===== src/include/keyint_pkg.sv =====
// constants shared by the keyboard interrupt block
package keyint_pkg;
   localparam int          KEY_PINS       = 8;
   localparam int          AXI_ADDR_W     = 8;
   localparam int          AXI_DATA_W     = 32;
   // printed register indices; byte address is four times the index
   localparam logic [7:0]  IDX_STATUS_CTL = 8'h1A;
   localparam logic [7:0]  IDX_PIN_ENABLE = 8'h1B;
   localparam logic [7:0]  ADDR_STATUS_CTL = 8'h68;
   localparam logic [7:0]  ADDR_PIN_ENABLE = 8'h6C;
   // status and control field positions
   localparam int          BIT_PENDING    = 3;
   localparam int          BIT_ACK        = 2;
   localparam int          BIT_MASK       = 1;
   localparam int          BIT_LEVEL      = 0;
   // reset values
   localparam logic [7:0]  RST_PIN_ENABLE = 8'h00;
   localparam logic        RST_MASK       = 1'b0;
   localparam logic        RST_LEVEL      = 1'b0;
   localparam logic [7:0]  RST_SYNC       = 8'hFF;
   // AXI responses
   localparam logic [1:0]  RESP_OKAY      = 2'h0;
   localparam logic [1:0]  RESP_SLVERR    = 2'h2;

   typedef enum logic [1:0]
   {
      SEL_NONE   = 2'h0,
      SEL_STATUS = 2'h1,
      SEL_ENABLE = 2'h2
   } keyint_sel_e;
endpackage


===== src/core/keyint_core.sv =====
// keyboard interrupt block with AXI4-Lite register access
`timescale 1ns/100ps

// Behaviour
// - one enable bit per key pin selects its part in detection
// - an enabled key pin also gets its pull-up switched on
// - request latches when enabled pins go low after all were high
// - edge-only mode ignores a fall while another enabled pin is low
// - level mode keeps request while any enabled pin is low
// - level mode clears after acknowledge and all pins high, any order
// - vector fetch acknowledges like the software acknowledge bit, but is never blocked in break
// - writing one to acknowledge bit clears request; bit reads zero
// - acknowledge does not block a later fall from latching again
// - latched unmasked request goes to the CPU for its vector
// - edge-only mode: acknowledge clears request at once
// - reset clears request latch and level select even with pin low
// - pending flag shows latched request regardless of mask
// - enabled key pin is forced to input over its direction bit
// - mask bit one blocks request to CPU, zero passes it
// - level select zero means edge only, one edge plus low level
// - pin enable register is read/write and cleared by reset
// - active in wait mode; unmasked request wakes the processor
// - active in stop mode; unmasked request wakes the processor
// - in break, acknowledge writes ignored unless break clear enabled
module keyint_core
   import keyint_pkg::*;
(
   input  wire logic                    clk,
   input  wire logic                    rst,
   input  wire logic [AXI_ADDR_W-1:0]   s_axi_awaddr,
   input  wire logic [2:0]              s_axi_awprot,
   input  wire logic                    s_axi_awvalid,
   output logic                         s_axi_awready,
   input  wire logic [AXI_DATA_W-1:0]   s_axi_wdata,
   input  wire logic [3:0]              s_axi_wstrb,
   input  wire logic                    s_axi_wvalid,
   output logic                         s_axi_wready,
   output logic [1:0]                   s_axi_bresp,
   output logic                         s_axi_bvalid,
   input  wire logic                    s_axi_bready,
   input  wire logic [AXI_ADDR_W-1:0]   s_axi_araddr,
   input  wire logic [2:0]              s_axi_arprot,
   input  wire logic                    s_axi_arvalid,
   output logic                         s_axi_arready,
   output logic [AXI_DATA_W-1:0]        s_axi_rdata,
   output logic [1:0]                   s_axi_rresp,
   output logic                         s_axi_rvalid,
   input  wire logic                    s_axi_rready,
   input  wire logic [KEY_PINS-1:0]     keyPins,
   input  wire logic [KEY_PINS-1:0]     portDirOut,
   output logic [KEY_PINS-1:0]          portDriveEn,
   output logic [KEY_PINS-1:0]          keyPullupEn,
   input  wire logic                    vectorFetch,
   input  wire logic                    breakState,
   input  wire logic                    breakClearEnable,
   output logic                         keyIrq,
   output logic                         keyWake
);

   function automatic keyint_sel_e regSel(input logic [AXI_ADDR_W-1:0] a);
      if (a == ADDR_STATUS_CTL)
         return SEL_STATUS;
      else if (a == ADDR_PIN_ENABLE)
         return SEL_ENABLE;
      else
         return SEL_NONE;
   endfunction

   logic [KEY_PINS-1:0]   syncA_q;
   logic [KEY_PINS-1:0]   syncB_q;
   logic [KEY_PINS-1:0]   keyPinEnable_q;
   logic                  keyMask_q;
   logic                  keyLevelSel_q;
   logic                  reqLatch_q;
   logic                  reqLatch_d;
   logic                  ackPend_q;
   logic                  ackPend_d;
   logic                  prevAnyLow_q;
   logic                  awHeld_q;
   logic [AXI_ADDR_W-1:0] awAddr_q;
   logic                  wHeld_q;
   logic [7:0]            wData_q;
   logic                  wLane0_q;
   logic                  bvalid_q;
   logic [1:0]            bresp_q;
   logic                  rvalid_q;
   logic [AXI_DATA_W-1:0] rdata_q;
   logic [1:0]            rresp_q;

   // two-stage synchroniser per pin; idle high matches the pull-up
   always_ff @(posedge clk)
   begin
      if (rst)
      begin
         syncA_q <= RST_SYNC;
         syncB_q <= RST_SYNC;
      end
      else
      begin
         syncA_q <= keyPins;
         syncB_q <= syncA_q;
      end
   end

   // detection
   wire [KEY_PINS-1:0] pinLow   = ~syncB_q & keyPinEnable_q;
   wire                anyLow   = |pinLow;
   wire                edgeEvt  = anyLow & ~prevAnyLow_q;

   // register bus decode
   wire                doWrite  = awHeld_q & wHeld_q & ~bvalid_q;
   wire keyint_sel_e   wSel     = regSel(awAddr_q);
   wire                wrStatus = doWrite & wLane0_q & (wSel == SEL_STATUS);
   wire                wrEnable = doWrite & wLane0_q & (wSel == SEL_ENABLE);
   wire                arTake   = s_axi_arvalid & ~rvalid_q;
   wire keyint_sel_e   rSel     = regSel(s_axi_araddr);
   wire                swAck    = wrStatus & wData_q[BIT_ACK];
   wire                ackAllow = ~breakState | breakClearEnable;
   wire                ackEvt   = vectorFetch | (swAck & ackAllow);
   wire                ackDone  = ackEvt | ackPend_q;

   // set wins over clear in both modes
   wire latchEdge  = edgeEvt | (reqLatch_q & ~ackEvt);
   wire latchLevel = anyLow | (reqLatch_q & ~ackDone);
   assign reqLatch_d = keyLevelSel_q ? latchLevel : latchEdge;
   // remembers an acknowledge taken while enabled pins are still low
   assign ackPend_d  = keyLevelSel_q & reqLatch_d & ackDone & anyLow;

   always_ff @(posedge clk)
   begin
      if (rst)
      begin
         reqLatch_q   <= 1'b0;
         ackPend_q    <= 1'b0;
         prevAnyLow_q <= 1'b0;
      end
      else
      begin
         reqLatch_q   <= reqLatch_d;
         ackPend_q    <= ackPend_d;
         prevAnyLow_q <= anyLow;
      end
   end

   // software registers
   always_ff @(posedge clk)
   begin
      if (rst)
      begin
         keyPinEnable_q <= RST_PIN_ENABLE;
         keyMask_q      <= RST_MASK;
         keyLevelSel_q  <= RST_LEVEL;
      end
      else
      begin
         if (wrEnable)
            keyPinEnable_q <= wData_q;
         if (wrStatus)
         begin
            keyMask_q     <= wData_q[BIT_MASK];
            keyLevelSel_q <= wData_q[BIT_LEVEL];
         end
      end
   end

   // pin side outputs
   assign keyPullupEn = keyPinEnable_q;
   assign portDriveEn = portDirOut & ~keyPinEnable_q;
   assign keyIrq      = reqLatch_q & ~keyMask_q;
   // runs on the bus clock, which must keep running in stop mode
   assign keyWake     = keyIrq;

   // write channel: address and data accepted in either order
   assign s_axi_awready = ~awHeld_q;
   assign s_axi_wready  = ~wHeld_q;
   assign s_axi_bvalid  = bvalid_q;
   assign s_axi_bresp   = bresp_q;

   // write address holder
   always_ff @(posedge clk)
   begin
      if (rst)
      begin
         awHeld_q <= 1'b0;
         awAddr_q <= '0;
      end
      else if (s_axi_awvalid & ~awHeld_q)
      begin
         awHeld_q <= 1'b1;
         awAddr_q <= s_axi_awaddr;
      end
      else if (doWrite)
         awHeld_q <= 1'b0;
   end

   // write data holder; only the low byte lane carries a register
   always_ff @(posedge clk)
   begin
      if (rst)
      begin
         wHeld_q  <= 1'b0;
         wData_q  <= 8'h00;
         wLane0_q <= 1'b0;
      end
      else if (s_axi_wvalid & ~wHeld_q)
      begin
         wHeld_q  <= 1'b1;
         wData_q  <= s_axi_wdata[7:0];
         wLane0_q <= s_axi_wstrb[0];
      end
      else if (doWrite)
         wHeld_q <= 1'b0;
   end

   // write response; unmapped addresses answer with an error
   always_ff @(posedge clk)
   begin
      if (rst)
      begin
         bvalid_q <= 1'b0;
         bresp_q  <= RESP_OKAY;
      end
      else if (doWrite)
      begin
         bvalid_q <= 1'b1;
         bresp_q  <= (wSel == SEL_NONE) ? RESP_SLVERR : RESP_OKAY;
      end
      else if (s_axi_bready)
         bvalid_q <= 1'b0;
   end

   // read channel
   wire [7:0] statusRead = {4'h0, reqLatch_q, 1'b0, keyMask_q,
                            keyLevelSel_q};
   wire [7:0] readByte   = (rSel == SEL_STATUS) ? statusRead :
                           (rSel == SEL_ENABLE) ? keyPinEnable_q : 8'h00;

   assign s_axi_arready = ~rvalid_q;
   assign s_axi_rvalid  = rvalid_q;
   assign s_axi_rdata   = rdata_q;
   assign s_axi_rresp   = rresp_q;

   always_ff @(posedge clk)
   begin
      if (rst)
      begin
         rvalid_q <= 1'b0;
         rdata_q  <= '0;
         rresp_q  <= RESP_OKAY;
      end
      else if (arTake)
      begin
         rvalid_q <= 1'b1;
         rdata_q  <= {24'h000000, readByte};
         rresp_q  <= (rSel == SEL_NONE) ? RESP_SLVERR : RESP_OKAY;
      end
      else if (s_axi_rready)
         rvalid_q <= 1'b0;
   end
endmodule


===== config.mk =====
export PLATFORM = sky130hd
export DESIGN_NAME = keyint_core
export DESIGN_NICKNAME = d
export VERILOG_FILES = /design/src/include/keyint_pkg.sv /design/src/core/keyint_core.sv
export SDC_FILE = /design/constraint.sdc
export NUM_CORES = 1
export LEC_CHECK = 0
export BUFFER_PORTS_ARGS = -buffer_cell sky130_fd_sc_hd__buf_2
export CORE_MARGIN = 2
export CORE_UTILIZATION = 43
export CTS_CLUSTER_SIZE = 25
export DETAILED_ROUTE_END_ITERATION = 16
export PLACE_DENSITY = 0.79
export SYNTH_ARGS = -nofsm -noshare
export SYNTH_HDL_FRONTEND = slang
export SYNTH_SLANG_ARGS = --single-unit

===== constraint.sdc =====
create_clock -name clk -period 2.5 [get_ports clk]
set_clock_uncertainty 0.15 [all_clocks]
set_input_delay 0.5 -clock clk [delete_from_list [all_inputs] [get_ports clk]]
set_output_delay 0.5 -clock clk [all_outputs]
set_load 0.1 [all_outputs]

# Yosys cells after proc, flatten, opt, wreduce, memory -nomap -nowiden
# Cells that the tools add are included.
[classes]
n_eq_ne = 8
muxes = 16
bitwise_logic = 35
reduce_logical = 7
[ops]
columns = ["operator", "n"]
rows = [
  ["$eq 8x7->1 const B", 4],
  ["$and 1x1->1", 17],
  ["$and 8x8->8", 2],
  ["$mux 8", 2],
  ["$not 8->8", 2],
  ["$mux 2", 6],
  ["$not 1->1", 9],
  ["$mux 1", 8],
  ["$reduce_bool 2->1", 4],
  ["$reduce_or 8->1", 1],
  ["$or 1x1->1", 5],
  ["$eq 2x1->1 const B", 2],
  ["$eq 2x2->1 const B", 2],
  ["$logic_not 2->1", 2],
]
[word_totals]
reg_bits = 62
input_bits = 84
word_cells = 84

# Longest topological paths before layout
[logic_depth]
depth_word = 16
mapped_depth = 5
ltp_nobuf = 4

# Worst setup path before layout
# OpenSTA, ideal clock, no wires.
[synth_path]
kind = "reg-to-output"
from = "register reqLatch_q"
to = "output port keyWake"
t_arrival_ps = 2195
path_slack_ps = -345
stages_incl_launch_ff = 3
n_path_buf = 1
path_cell_list = "dfxtp_1 -> nor2b_1 -> buf_4"
[synth_between]
elab_chain_len = 1
[synth_lines]
columns = ["item", "line_no", "text"]
rows = [
  ["start: declaration", "keyint_core.sv:74", "logic reqLatch_q;"],
  ["start signal: assignment", "keyint_core.sv:139", "reqLatch_q <= reqLatch_d;"],
  ["$and 1x1->1", "keyint_core.sv:169", "assign keyIrq = reqLatch_q & ~keyMask_q;"],
  ["end: declaration", "keyint_core.sv:57", "output logic keyWake"],
]
# No other way between the ends.

# Worst setup path in the final report
# Same ends and word-level chain as after synthesis.

==> metrics.txt <==
WL/cell=11.45 µm; largest net degree at the start of global routing=50; Layout area overhead=20.99%; final wirelength=4719 µm; Worst-path clk slew=60 ps; layout cell share with drive strength beyond 1=0.3647; hold_buf cts=0; Main synth FF type=dfxtp_1; Core Util, Final=0.5377; Net Sw Frac=0.3188; global placement routability congestion=0.7861; Clock power frac=0.320; Area contributors post-synth=dfxtp_1 (49%), buf_4 (8.6%), mux2i_1 (7.0%), nor2_1 (4.3%), or2_2 (4.1%); Fin Setup TNS=0 ps; Inserted Diodes=0; max-cap violations=0; clock buffer depth=2; FF-to-FF path depth=4; die area=6274 µm²; hold_sp=keyPins[1]; worst vdd ir=394.0 µV; Initial Util=0.4444; FP Rows=27; Avg Inst Size Synth=9.539 µm²; Die H=79.21 µm; top achievable clock speed=519.5 MHz; worst hold slack=203.7 ps; Seq/Total Area, Yosys=0.4938; clk_lat worst skew=320 ps; post-synthesis instance total=255; r2r endpoint=keyPullupEn[1]; Clk Tree Root Cell=clkbuf_8; Hold Path Cell Cnt=2; Hold Path Class=in -> reg; Final period util=0.7700; P per Cell Area=716.9 nW/µm²; drt first pass iters=5; Starting DRT DRC Count=89; CP Launch Type=register; biggest area consumer among synthesized cells=dfxtp_1; total CTS buffers=9; Cell variety after synth=35; most frequent cell after synthesis=dfxtp_1; Pleak=1.442 nW; Tmin final=1925 ps; Post-Syn Area=2432 µm²; Via density=4.612; initial antenna violation count=0; asr flop ratio synth=0; top cells by count, synth=dfxtp_1 (60), buf_4 (28), nor2_1 (28); Relative slew margins=0.5819; via count of the first global-routing pass=1,729; first-pass GRT wire length=7741 µm; CP required=1850 ps; critical path class=reg -> out; Residual DRC=0; Vias=1,900; reg2reg start=awAddr_q[7]; Yosys reg bits=60; Crit path arrival time=1280 ps; Final Max Slew Viols=0; share of power burned in registers=0.478; Ports=143; Die W=79.21 µm; # H-tree levels=3; Hold Crit Endpoint=syncA_q[1]; CTS tree=done; core area=5473 µm²; area share of the largest cell type after synthesis=0.4938; Post-DP HPWL=3529 µm; net total in the final layout=423; Setup Fix Bufs, Post-CTS=0; all-layer global routing usage=0.1613; clock sinks=60; CP max FO=3; EDFF count, synth=0; Setup Viol. Count Final=0; RSZ-0062 raised after global routing=no; switching pwr=0.6725 mW; r2r setup slk=640 ps; Cell Int Power=1.437 mW; Synthesis Warnings=0; slew of the pin with the lowest slew margin=621.5 ps; power share of the combinational group=0.202; final hold violations=0; grt total ovfl=0; Resized Gates After CTS=0; Port Buf Inserts=83; Routed Antenna Nets=0; status=finished clean; Worst setup EP type=primary output
metrics by stage:
step                      cells  setup slack (ps)  instance area (µm²)  power [mW]
after global routing        412             492.5                 2943       2.198
final                       412             574.9                 2943       2.110
after detailed placement    400             556.1                 2798       1.457
after global placement      400             570.6                 2798       1.452
after CTS                   412             562.2                 2943       2.127
after floorplan             280             171.2                 2549       1.423
routing by layer:
metal,global-route usage,up-vias,share of wire
li1,-,959,-
met1,0.1859,863,0.42
met2,0.2661,72,0.49
met3,0.05341,6,0.070
met4,0.08276,0,0.017
met5,0,-,0
critical path: stages (launching register included):
cell and delay, ps:
dfxtp_1 350, nor2b_2 170, buf_2 440
area by class of cell:
class	count	area [µm²]
well taps	72	90.09
clock buffers	12	145.1
multi-input cells	175	1046
repair buffers	85	430.4
inverters	8	30.03
fillers	515	2530
flip-flops and latches	60	1201
cell usage in the layout (no fill, tap or decap), types with 2 or more instances in the layout:
cell type	count
o2111ai_1	2
nand2_1	20
nor2b_2	9
a22o_1	7
buf_4	2
nor3_1	5
a21o_1	3
nor4_1	2
clkbuf_8	10
clkbuf_1	2
nand4b_1	2
nand2b_1	7
nor2_1	28
a211oi_1	2
conb_1	26
mux2i_1	17
dfxtp_1	60
a21oi_1	11
buf_2	83
inv_1	8
nor2b_1	4
or2_2	16
power groups by stage:
stage | logic, mW | registers (mW) | clock network, mW
after floorplan | 0.367 | 1.06 | 0
after global placement | 0.423 | 1.03 | 0
after detailed placement | 0.427 | 1.03 | 0
after CTS | 0.427 | 1.01 | 0.691
after global routing | 0.450 | 1.01 | 0.735
final | 0.426 | 1.01 | 0.674
cells by family (layout without fill, tap and decap cells):
group,after synthesis,count (layout),synth area share
buffers and inverters,45,105,0.1240
DFF,60,60,0.4938
AOI/OAI and AO/OA,30,30,0.08899
muxes,17,17,0.06996
and+or+nand+nor,102,102,0.2217
other,1,26,0.001542
worst max path at each step:
stage | start | endpoint | slack [ps] | cells past startpoint
2_1_floorplan | s_axi_rvalid | s_axi_arready | 170 | 1
4_1_cts | reqLatch_q | keyWake | 560 | 2
3_5_place_dp | s_axi_araddr[4] | s_axi_rdata[6] | 560 | 5
6_report | reqLatch_q | keyWake | 570 | 2
5_1_grt | reqLatch_q | keyIrq | 490 | 2
3_3_place_gp | s_axi_araddr[4] | s_axi_rdata[5] | 570 | 5
flip-flops by register name (all words and copies together) (netlist names), 8 cells and up:
signal       count
wData_q          8
syncA_q          8
awAddr_q         8
keyPullupEn      8
syncB_q          8
s_axi_rdata      8
(Power assumes the default switching activity.)
